**src/upc_pkg.sv**
```systemverilog
// Shared constants and types for the USB clock synthesiser control registers
package upc_pkg;
    // Special-function register addresses
    localparam logic [7:0] UPC_CTRL_ADDR = 8'hA3;
    localparam logic [7:0] UPC_DIV_ADDR = 8'hA4;
    // Reset values of both registers
    localparam logic [7:0] UPC_CTRL_RESET = 8'h00;
    localparam logic [7:0] UPC_DIV_RESET = 8'h00;
    // Bit positions inside the control register
    localparam int UPC_BYPASS_BIT = 2;
    localparam int UPC_ENABLE_BIT = 1;
    localparam int UPC_LOCK_BIT = 0;
    // Reserved upper field of the control register
    localparam int UPC_RSVD_MSB = 7;
    localparam int UPC_RSVD_LSB = 3;
    localparam logic [4:0] UPC_RSVD_VAL = 5'h00;
    // Divider field layout
    localparam int UPC_DIV_W = 4;
    localparam int UPC_FB_LSB = 4;
    localparam int UPC_REF_LSB = 0;
    localparam logic [3:0] UPC_FIELD_RESET = 4'h0;
    // Clock period and lock settling time
    localparam int UPC_CLK_PERIOD_PS = 5000;
    localparam int UPC_LOCK_SETTLE_NS = 100;
    // Least time, so round up to whole cycles
    localparam int UPC_LOCK_SETTLE_CYC =
        (UPC_LOCK_SETTLE_NS * 1000 + UPC_CLK_PERIOD_PS - 1) / UPC_CLK_PERIOD_PS;
    // Lock qualifier states, Gray coded along off -> settle -> locked
    typedef enum logic [1:0] {
        UPC_LK_OFF = 2'b00,
        UPC_LK_SETTLE = 2'b01,
        UPC_LK_LOCKED = 2'b11
    } upc_lock_state_e;
endpackage : upc_pkg

```
**src/upc_lock_qual.sv**
```systemverilog
// Lock qualifier: turns the raw analogue lock level into the lock flag
module upc_lock_qual #(
    parameter int SETTLE_CYC = upc_pkg::UPC_LOCK_SETTLE_CYC
) (
    input wire logic clk_sys,
    input wire logic rst,
    input wire logic synth_enable,
    input wire logic lock_raw,
    output logic lock_flag
);
    import upc_pkg::*;

    // Counter wide enough for the settle count
    localparam int CW = $clog2(SETTLE_CYC + 1);
    localparam logic [CW-1:0] LAST = CW'(SETTLE_CYC - 1);

    upc_lock_state_e state_q; // Qualifier state
    logic [CW-1:0] cnt_q; // Cycles of steady lock seen so far

    // State and settle counter; any loss of lock or enable restarts the wait
    always_ff @(posedge clk_sys or posedge rst) begin
        if (rst) begin
            state_q <= UPC_LK_OFF;
            cnt_q <= '0;
        end else if (!synth_enable || !lock_raw) begin
            state_q <= UPC_LK_OFF;
            cnt_q <= '0;
        end else begin
            case (state_q)
                UPC_LK_OFF: begin
                    state_q <= UPC_LK_SETTLE;
                    cnt_q <= '0;
                end
                UPC_LK_SETTLE: begin
                    // Lock must hold for the whole settle time
                    if (cnt_q == LAST) begin
                        state_q <= UPC_LK_LOCKED;
                    end else begin
                        cnt_q <= cnt_q + 1'b1;
                    end
                end
                default: begin
                    state_q <= UPC_LK_LOCKED;
                end
            endcase
        end
    end

    // Flag set only after settling, dropped one cycle after unlock or disable
    always_ff @(posedge clk_sys or posedge rst) begin
        if (rst) begin
            lock_flag <= 1'b0;
        end else begin
            lock_flag <= synth_enable && lock_raw &&
                ((state_q == UPC_LK_SETTLE && cnt_q == LAST) || state_q == UPC_LK_LOCKED);
        end
    end
endmodule : upc_lock_qual

```
**src/upc_pll_regs.sv**
```systemverilog
// USB clock synthesiser control and divider registers on the SFR port
module upc_pll_regs #(
    parameter int SETTLE_CYC = upc_pkg::UPC_LOCK_SETTLE_CYC
) (
    input wire logic clk_sys,
    input wire logic rst,
    input wire logic [7:0] sfr_addr,
    input wire logic sfr_wr,
    input wire logic sfr_rd,
    input wire logic [7:0] sfr_wdata,
    output logic [7:0] sfr_rdata,
    input wire logic synth_lock_raw,
    output logic ext_clock_bypass,
    output logic osc_enable,
    output logic synth_enable,
    output logic [upc_pkg::UPC_DIV_W-1:0] feedback_divider,
    output logic [upc_pkg::UPC_DIV_W-1:0] reference_divider,
    output logic synth_lock_flag
);
    import upc_pkg::*;

    logic ctrl_wr; // Write strobe decoded for the control register
    logic div_wr; // Write strobe decoded for the divider register
    logic [7:0] rd_mux; // Read value before the output register

    // Address decoding shared by write and read paths
    function automatic logic hit(input logic [7:0] a, input logic [7:0] base);
        hit = (a == base);
    endfunction : hit

    assign ctrl_wr = sfr_wr && hit(sfr_addr, UPC_CTRL_ADDR);
    assign div_wr = sfr_wr && hit(sfr_addr, UPC_DIV_ADDR);

    // Clock source select; oscillator enable kept as its own flop so the
    // pin comes straight from a register yet always opposes the bypass
    always_ff @(posedge clk_sys or posedge rst) begin
        if (rst) begin
            ext_clock_bypass <= UPC_CTRL_RESET[UPC_BYPASS_BIT];
            osc_enable <= !UPC_CTRL_RESET[UPC_BYPASS_BIT];
        end else if (ctrl_wr) begin
            ext_clock_bypass <= sfr_wdata[UPC_BYPASS_BIT];
            osc_enable <= !sfr_wdata[UPC_BYPASS_BIT];
        end
    end

    // Synthesiser enable; the lock bit and reserved bits of a write are dropped
    always_ff @(posedge clk_sys or posedge rst) begin
        if (rst) begin
            synth_enable <= UPC_CTRL_RESET[UPC_ENABLE_BIT];
        end else if (ctrl_wr) begin
            synth_enable <= sfr_wdata[UPC_ENABLE_BIT];
        end
    end

    // Divider fields, driven straight to the analogue loop dividers
    always_ff @(posedge clk_sys or posedge rst) begin
        if (rst) begin
            feedback_divider <= UPC_DIV_RESET[UPC_FB_LSB +: UPC_DIV_W];
            reference_divider <= UPC_DIV_RESET[UPC_REF_LSB +: UPC_DIV_W];
        end else if (div_wr) begin
            feedback_divider <= sfr_wdata[UPC_FB_LSB +: UPC_DIV_W];
            reference_divider <= sfr_wdata[UPC_REF_LSB +: UPC_DIV_W];
        end
    end

    // Lock qualification; the raw level glitches while the loop slews,
    // so the flag waits for a steady lock at the cost of a short delay
    // hardware owned lock
    upc_lock_qual #(
        .SETTLE_CYC(SETTLE_CYC)
    ) u_lock (
        .clk_sys(clk_sys),
        .rst(rst),
        .synth_enable(synth_enable),
        .lock_raw(synth_lock_raw),
        .lock_flag(synth_lock_flag)
    );

    // Read multiplexer; unmapped addresses read as zero
    always_comb begin
        rd_mux = 8'h00;
        if (hit(sfr_addr, UPC_CTRL_ADDR)) begin
            rd_mux[UPC_RSVD_MSB:UPC_RSVD_LSB] = UPC_RSVD_VAL;
            rd_mux[UPC_BYPASS_BIT] = ext_clock_bypass;
            rd_mux[UPC_ENABLE_BIT] = synth_enable;
            rd_mux[UPC_LOCK_BIT] = synth_lock_flag;
        end else if (hit(sfr_addr, UPC_DIV_ADDR)) begin
            rd_mux[UPC_FB_LSB +: UPC_DIV_W] = feedback_divider;
            rd_mux[UPC_REF_LSB +: UPC_DIV_W] = reference_divider;
        end
    end

    // Read data register; holds its value between reads
    always_ff @(posedge clk_sys or posedge rst) begin
        if (rst) begin
            sfr_rdata <= 8'h00;
        end else if (sfr_rd) begin
            sfr_rdata <= rd_mux;
        end
    end
endmodule : upc_pll_regs

```
**config.mk**
```make
export PLATFORM = sky130hd
export DESIGN_NAME = upc_pll_regs
export DESIGN_NICKNAME = d
export VERILOG_FILES = /design/src/upc_pkg.sv /design/src/upc_lock_qual.sv /design/src/upc_pll_regs.sv
export SDC_FILE = /design/constraint.sdc
export NUM_CORES = 1
export LEC_CHECK = 0
export BUFFER_PORTS_ARGS = -buffer_cell sky130_fd_sc_hd__buf_2
export CORE_MARGIN = 2
export CORE_UTILIZATION = 42
export DETAILED_ROUTE_END_ITERATION = 16
export GPL_ROUTABILITY_DRIVEN = 1
export HOLD_SLACK_MARGIN = 0.15
export PLACE_DENSITY_LB_ADDON = 0.2
export SYNTH_ARGS = -nofsm -noshare
export SYNTH_HDL_FRONTEND = slang
export SYNTH_HIERARCHICAL = 1
export SYNTH_SLANG_ARGS = --single-unit
```
**constraint.sdc**
```tcl
create_clock -name clk_sys -period 4.73 [get_ports clk_sys]
set_clock_uncertainty 0.2 [all_clocks]
set_input_delay 0.946 -clock clk_sys [delete_from_list [all_inputs] [get_ports clk_sys]]
set_output_delay 0.946 -clock clk_sys [all_outputs]
set_load 0.01 [all_outputs]
```
-- After elaboration in Yosys (flattened, before gate mapping)
Cells that the tools add are included.
- register bits: 27
- output and inout bits: 20
- input port bits: 21
- reduce and logical (&&, ||, !) cells: 13
- muxes and demuxes: 8
- equality and inequality tests: 7
- add/subtract/negate cells: 1
- operators by type and width (kind ; count):
    $eq 8x8->1 const B ; 2
    $mux 8 ; 2
    $mux 5 ; 2
    $pmux 5 s2 ; 1
    $ne 3x2->1 const B ; 2
    $add 5x1->5 const B ; 1
    $eq 5x5->1 const B ; 1
    $logic_and 1x1->1 ; 5
    $mux 2 ; 2
    $pmux 2 s2 ; 1
    $logic_not 1->1 ; 3
    $reduce_bool 3->1 ; 1
    $eq 2x1->1 const B ; 1
    $eq 2x2->1 const B ; 1
    $logic_not 2->1 ; 1
    $logic_or 1x1->1 ; 2
    $reduce_and 2->1 ; 1

-- Depth between registers and ports, before layout
- depth after elaboration: 4
- gate-level depth with buffers: 4
- mapped depth without buffers: 4

-- Cells and area by module
The synthesis kept the hierarchy.
- modules (own cells, without submodules) (module ; instances ; seq. area each (µm²) ; cells an instance ; area each (µm²)):
    upc_pll_regs ; 1 ; 476.7 ; 66 ; 843.3
    upc_lock_qual ; 1 ; 200.2 ; 39 ; 395.4

-- Worst setup path after synthesis
Ideal clock, no wire load.
- path type: input-to-reg
- start: input port sfr_addr[3]
- end: register ext_clock_bypass
- stages: 3
- path slack: 2552 ps
- buffers on the path: 0
- arrival: 1853 ps
- cell sequence: and4bb_2 > and4b_4 > mux2_2
- cells in the longest elaborated chain, start to end: 2
- RTL lines (element ; RTL line ; source):
    start, declared ; upc_pll_regs.sv:7 ; input wire logic [7:0] sfr_addr,
    $eq 8x8->1 ; upc_pll_regs.sv:28 ; hit = (a == base);
    $logic_and 1x1->1 ; upc_pll_regs.sv:31 ; assign ctrl_wr = sfr_wr && hit(sfr_addr, UPC_CTRL_ADDR);
    end signal, assigned ; upc_pll_regs.sv:38 ; ext_clock_bypass <= UPC_CTRL_RESET[UPC_BYPASS_BIT];
    end signal, assigned ; upc_pll_regs.sv:41 ; ext_clock_bypass <= sfr_wdata[UPC_BYPASS_BIT];
    end, declared ; upc_pll_regs.sv:13 ; output logic ext_clock_bypass,
Every way passes these cells.
A chain may end at the register's enable or synchronous reset.

-- Worst setup path in the final report
- start: register osc_enable
- end: output port osc_enable
- RTL lines (element ; RTL line ; source):
    start, declared ; upc_pll_regs.sv:14 ; output logic osc_enable,
    start signal, assigned ; upc_pll_regs.sv:39 ; osc_enable <= !UPC_CTRL_RESET[UPC_BYPASS_BIT];
    start signal, assigned ; upc_pll_regs.sv:42 ; osc_enable <= !sfr_wdata[UPC_BYPASS_BIT];
No word-level cell between the ends.

==> results.json <==
{
  "die_w_um": 58.3,
  "clkTransAtPathRegs_ns": 0.13,
  "top_usage_layer": "met2",
  "setup_slack_ns": 2.61,
  "start_util_pct": 44.5,
  "critical-path-slowest-cell": "dfstp_2",
  "min_from": "osc_enable",
  "synth-edff-count": 0,
  "cp-end-kind": "output pin",
  "overflow": 0,
  "reg2reg_from": "u_lock/cnt_q[0]",
  "synthTopCellsByCount": "dfrtp_1 (26), inv_1 (12), mux2_2 (10), nand2_1 (9), o22ai_1 (8)",
  "crit_family": "flip-flops",
  "crit_fanout": 2,
  "critPathLaunchType": "flip-flop",
  "postCtsHoldBufs": 0,
  "cts_resized": 0,
  "grt_pass1_wl_mm": 4.26,
  "cts_sinks": 27,
  "muxShareOfSynthArea_pct": 9.90,
  "p_per_area_mw_per_mm2": 249,
  "syn_avg_cell_area_um2": 11.8,
  "tns_ns": 0,
  "die_y_um": 58.3,
  "post-cts-setup-buffers": 0,
  "route.detailed.drc": 0,
  "cts-htree-levels": 1,
  "peakVddDrop_mv": 0.140,
  "ys_ff_latch": 27,
  "min_period_ns": 2.12,
  "final_util_pct": 54.1,
  "synth_nets": 127,
  "worst-setup-path-type": "reg -> out",
  "cp_num_buf_inv": 1,
  "met2_usage_pct": 27.0,
  "seq_area_frac_synth_pct": 54.6,
  "clock_power_share_pct": 26.8,
  "hold_viol": 0,
  "yosysMostFrequentCell": "dfrtp_1",
  "seqPwrFrac_pct": 64.1,
  "drt_iter0_markers": 16,
  "yosys.area.top_type_share_pct": 52.5,
  "hold_path.class": "reg -> reg",
  "power_frac_comb_pct": 9.1,
  "first_global_vias": 931,
  "grt_use_met3_pct": 4.18,
  "fp.dieArea_mm2": 0.00340,
  "synth-compound-area-share_pct": 10.2,
  "insertion_delay_ns": 0.33,
  "clock_path_buffers": 2,
  "worst_slew_pin_slew_ns": 0.721,
  "maxCapViolCount": 0,
  "wl_per_cell_um": 14.0,
  "syn-cell-area_mm2": 0.00124,
  "setup_viol": 0,
  "vias": 957,
  "cts_buffers": 3,
  "synth_top_area_cell": "dfrtp_1",
  "crit_chain": "buf_2",
  "synth_fa_ha_area_share_pct": 1.01,
  "hold_ws_ns": 0.276,
  "grt_util_all_layers_pct": 16.2,
  "slew_headroom_pct": 51.9,
  "drive_gt1_share_pct": 41.9,
  "postRouteAntennaNets": 0,
  "status": "finished, final reports clean",
  "synth_cell_type_count": 33,
  "synthArstFlopShare_pct": 100,
  "synth_top_family_by_area": "simple AND/OR/NAND/NOR gates",
  "boundaryPins": 41,
  "synth_area_leaders": "dfrtp_1 (53%), mux2_2 (9.1%), o22ai_1 (4.0%)",
  "cts_root_buffer": "clkbuf_4",
  "io_buffers": 40,
  "synth-simple-area-share_pct": 20.3,
  "arrival_ns": 0.97,
  "antenna_found_initial": 0,
  "fmax_mhz": 472,
  "rsz0062_at_grt": "no",
  "syn_inst": 105,
  "row_count": 19,
  "min_period_over_period_pct": 44.8,
  "swShare_pct": 24.1,
  "routabilityCongestion": 0.751,
  "via_per_inst": 5.35,
  "intPower_uw": 284,
  "power.switching_uw": 90.0,
  "synth_warnings": 6,
  "antennaDiodeCount": 0,
  "slowest_delay_ns": 0.55,
  "place_ws_ns": 2.40,
  "grt_use_met1_pct": 20.3,
  "synth_ff_type": "dfrtp_1",
  "routed_wl_mm": 2.51,
  "firstDrtPassIters": 4,
  "grt_max_degree": 20,
  "cts_tree": "yes",
  "area_delta_synth_final_pct": 21.4,
  "p_leak_uw": 0.000790,
  "critPathLaunch": "osc_enable",
  "core-area_mm2": 0.00278,
  "dp_hpwl_mm": 1.94,
  "synthXorXnorAreaFrac_pct": 0,
  "final_nets": 171,
  "cp.required_ns": 3.58,
  "drv_slew": 0
}
## logic make-up after synthesis
logic type / Yosys count
compound gates: 19
flops: 27
fa+ha+maj: 1
simple gates: 34
mux: 11
buf+inv: 13
## power by group through the flow
stage / registers (µW) / clock network (µW) / logic (µW)
after floorplan: 246 / 0 / 14.3
after global placement: 244 / 0 / 34.0
after detailed placement: 244 / 0 / 34.9
after CTS: 240 / 106 / 35.0
after global routing: 241 / 115 / 38.3
final: 240 / 100 / 34.2
## per-layer routing
metal	part of all wire (%)	wire length, µm	up-vias
li1	-	-	470
met1	43	1080	461
met2	51	1280	24
met3	5.0	126	2
met4	0.76	19	0
met5	0	0	-
## worst paths after layout
check	end	slack [ns]	cells after the start
setup / recovery	osc_enable	2.61	1
min in group asynchronous	u_lock/cnt_q[4]	0.33	2
hold / removal	osc_enable	0.28	2
setup reg to reg	u_lock/cnt_q[2]	2.92	4
max in group asynchronous	reference_divider[2]	3.34	2
hold reg to reg	osc_enable	0.28	2
## stage by stage
step,area [µm²],power (µW),std cells
after floorplan,1240,260,105
after global placement,1470,278,175
after detailed placement,1470,279,175
after CTS,1500,381,179
after global routing,1500,394,179
final,1500,374,179
## area by class of cell
cell class / instances / area, µm²
Multi-Input combinational cell: 65 / 513
Fill cell: 277 / 1280
Clock buffer: 3 / 22.5
Timing Repair Buffer: 40 / 200
Clock inverter: 1 / 7.51
Sequential cell: 27 / 677
Inverter: 12 / 45.0
Tap cell: 31 / 38.8
## flip-flops by register name, indices dropped and copies added, names as in the netlist
signal,flops
reference_divider,4
synth_enable,1
feedback_divider,4
ext_clock_bypass,1
sfr_rdata,8
u_lock/state_q,2
osc_enable,1
u_lock/lock_flag,1
u_lock/cnt_q,5
## placed cells by master (no fill, tap or decap)
cell        instances
o21ai_0             1
nor2_1              2
and4bb_4            1
o31a_1              1
nand2b_1            1
nor3b_4             1
or4b_1              1
a21oi_1             2
a31oi_1             3
o211a_1             1
mux2i_1             1
or3_1               3
a22oi_1             2
and4bb_2            2
o22ai_1             8
ha_1                1
buf_2              40
nand4b_4            1
nor2b_1             1
clkbuf_4            3
nand4b_1            1
dfrtp_1            26
clkinvlp_4          1
and2_1              1
inv_1              12
mux2_2             10
and4b_4             1
and3_2              1
nand3b_1            1
and3b_1             1
nand3_1             5
dfstp_2             1
nand2_1             9
a32oi_1             1
nor3b_1             1
(Power assumes the default switching activity.)
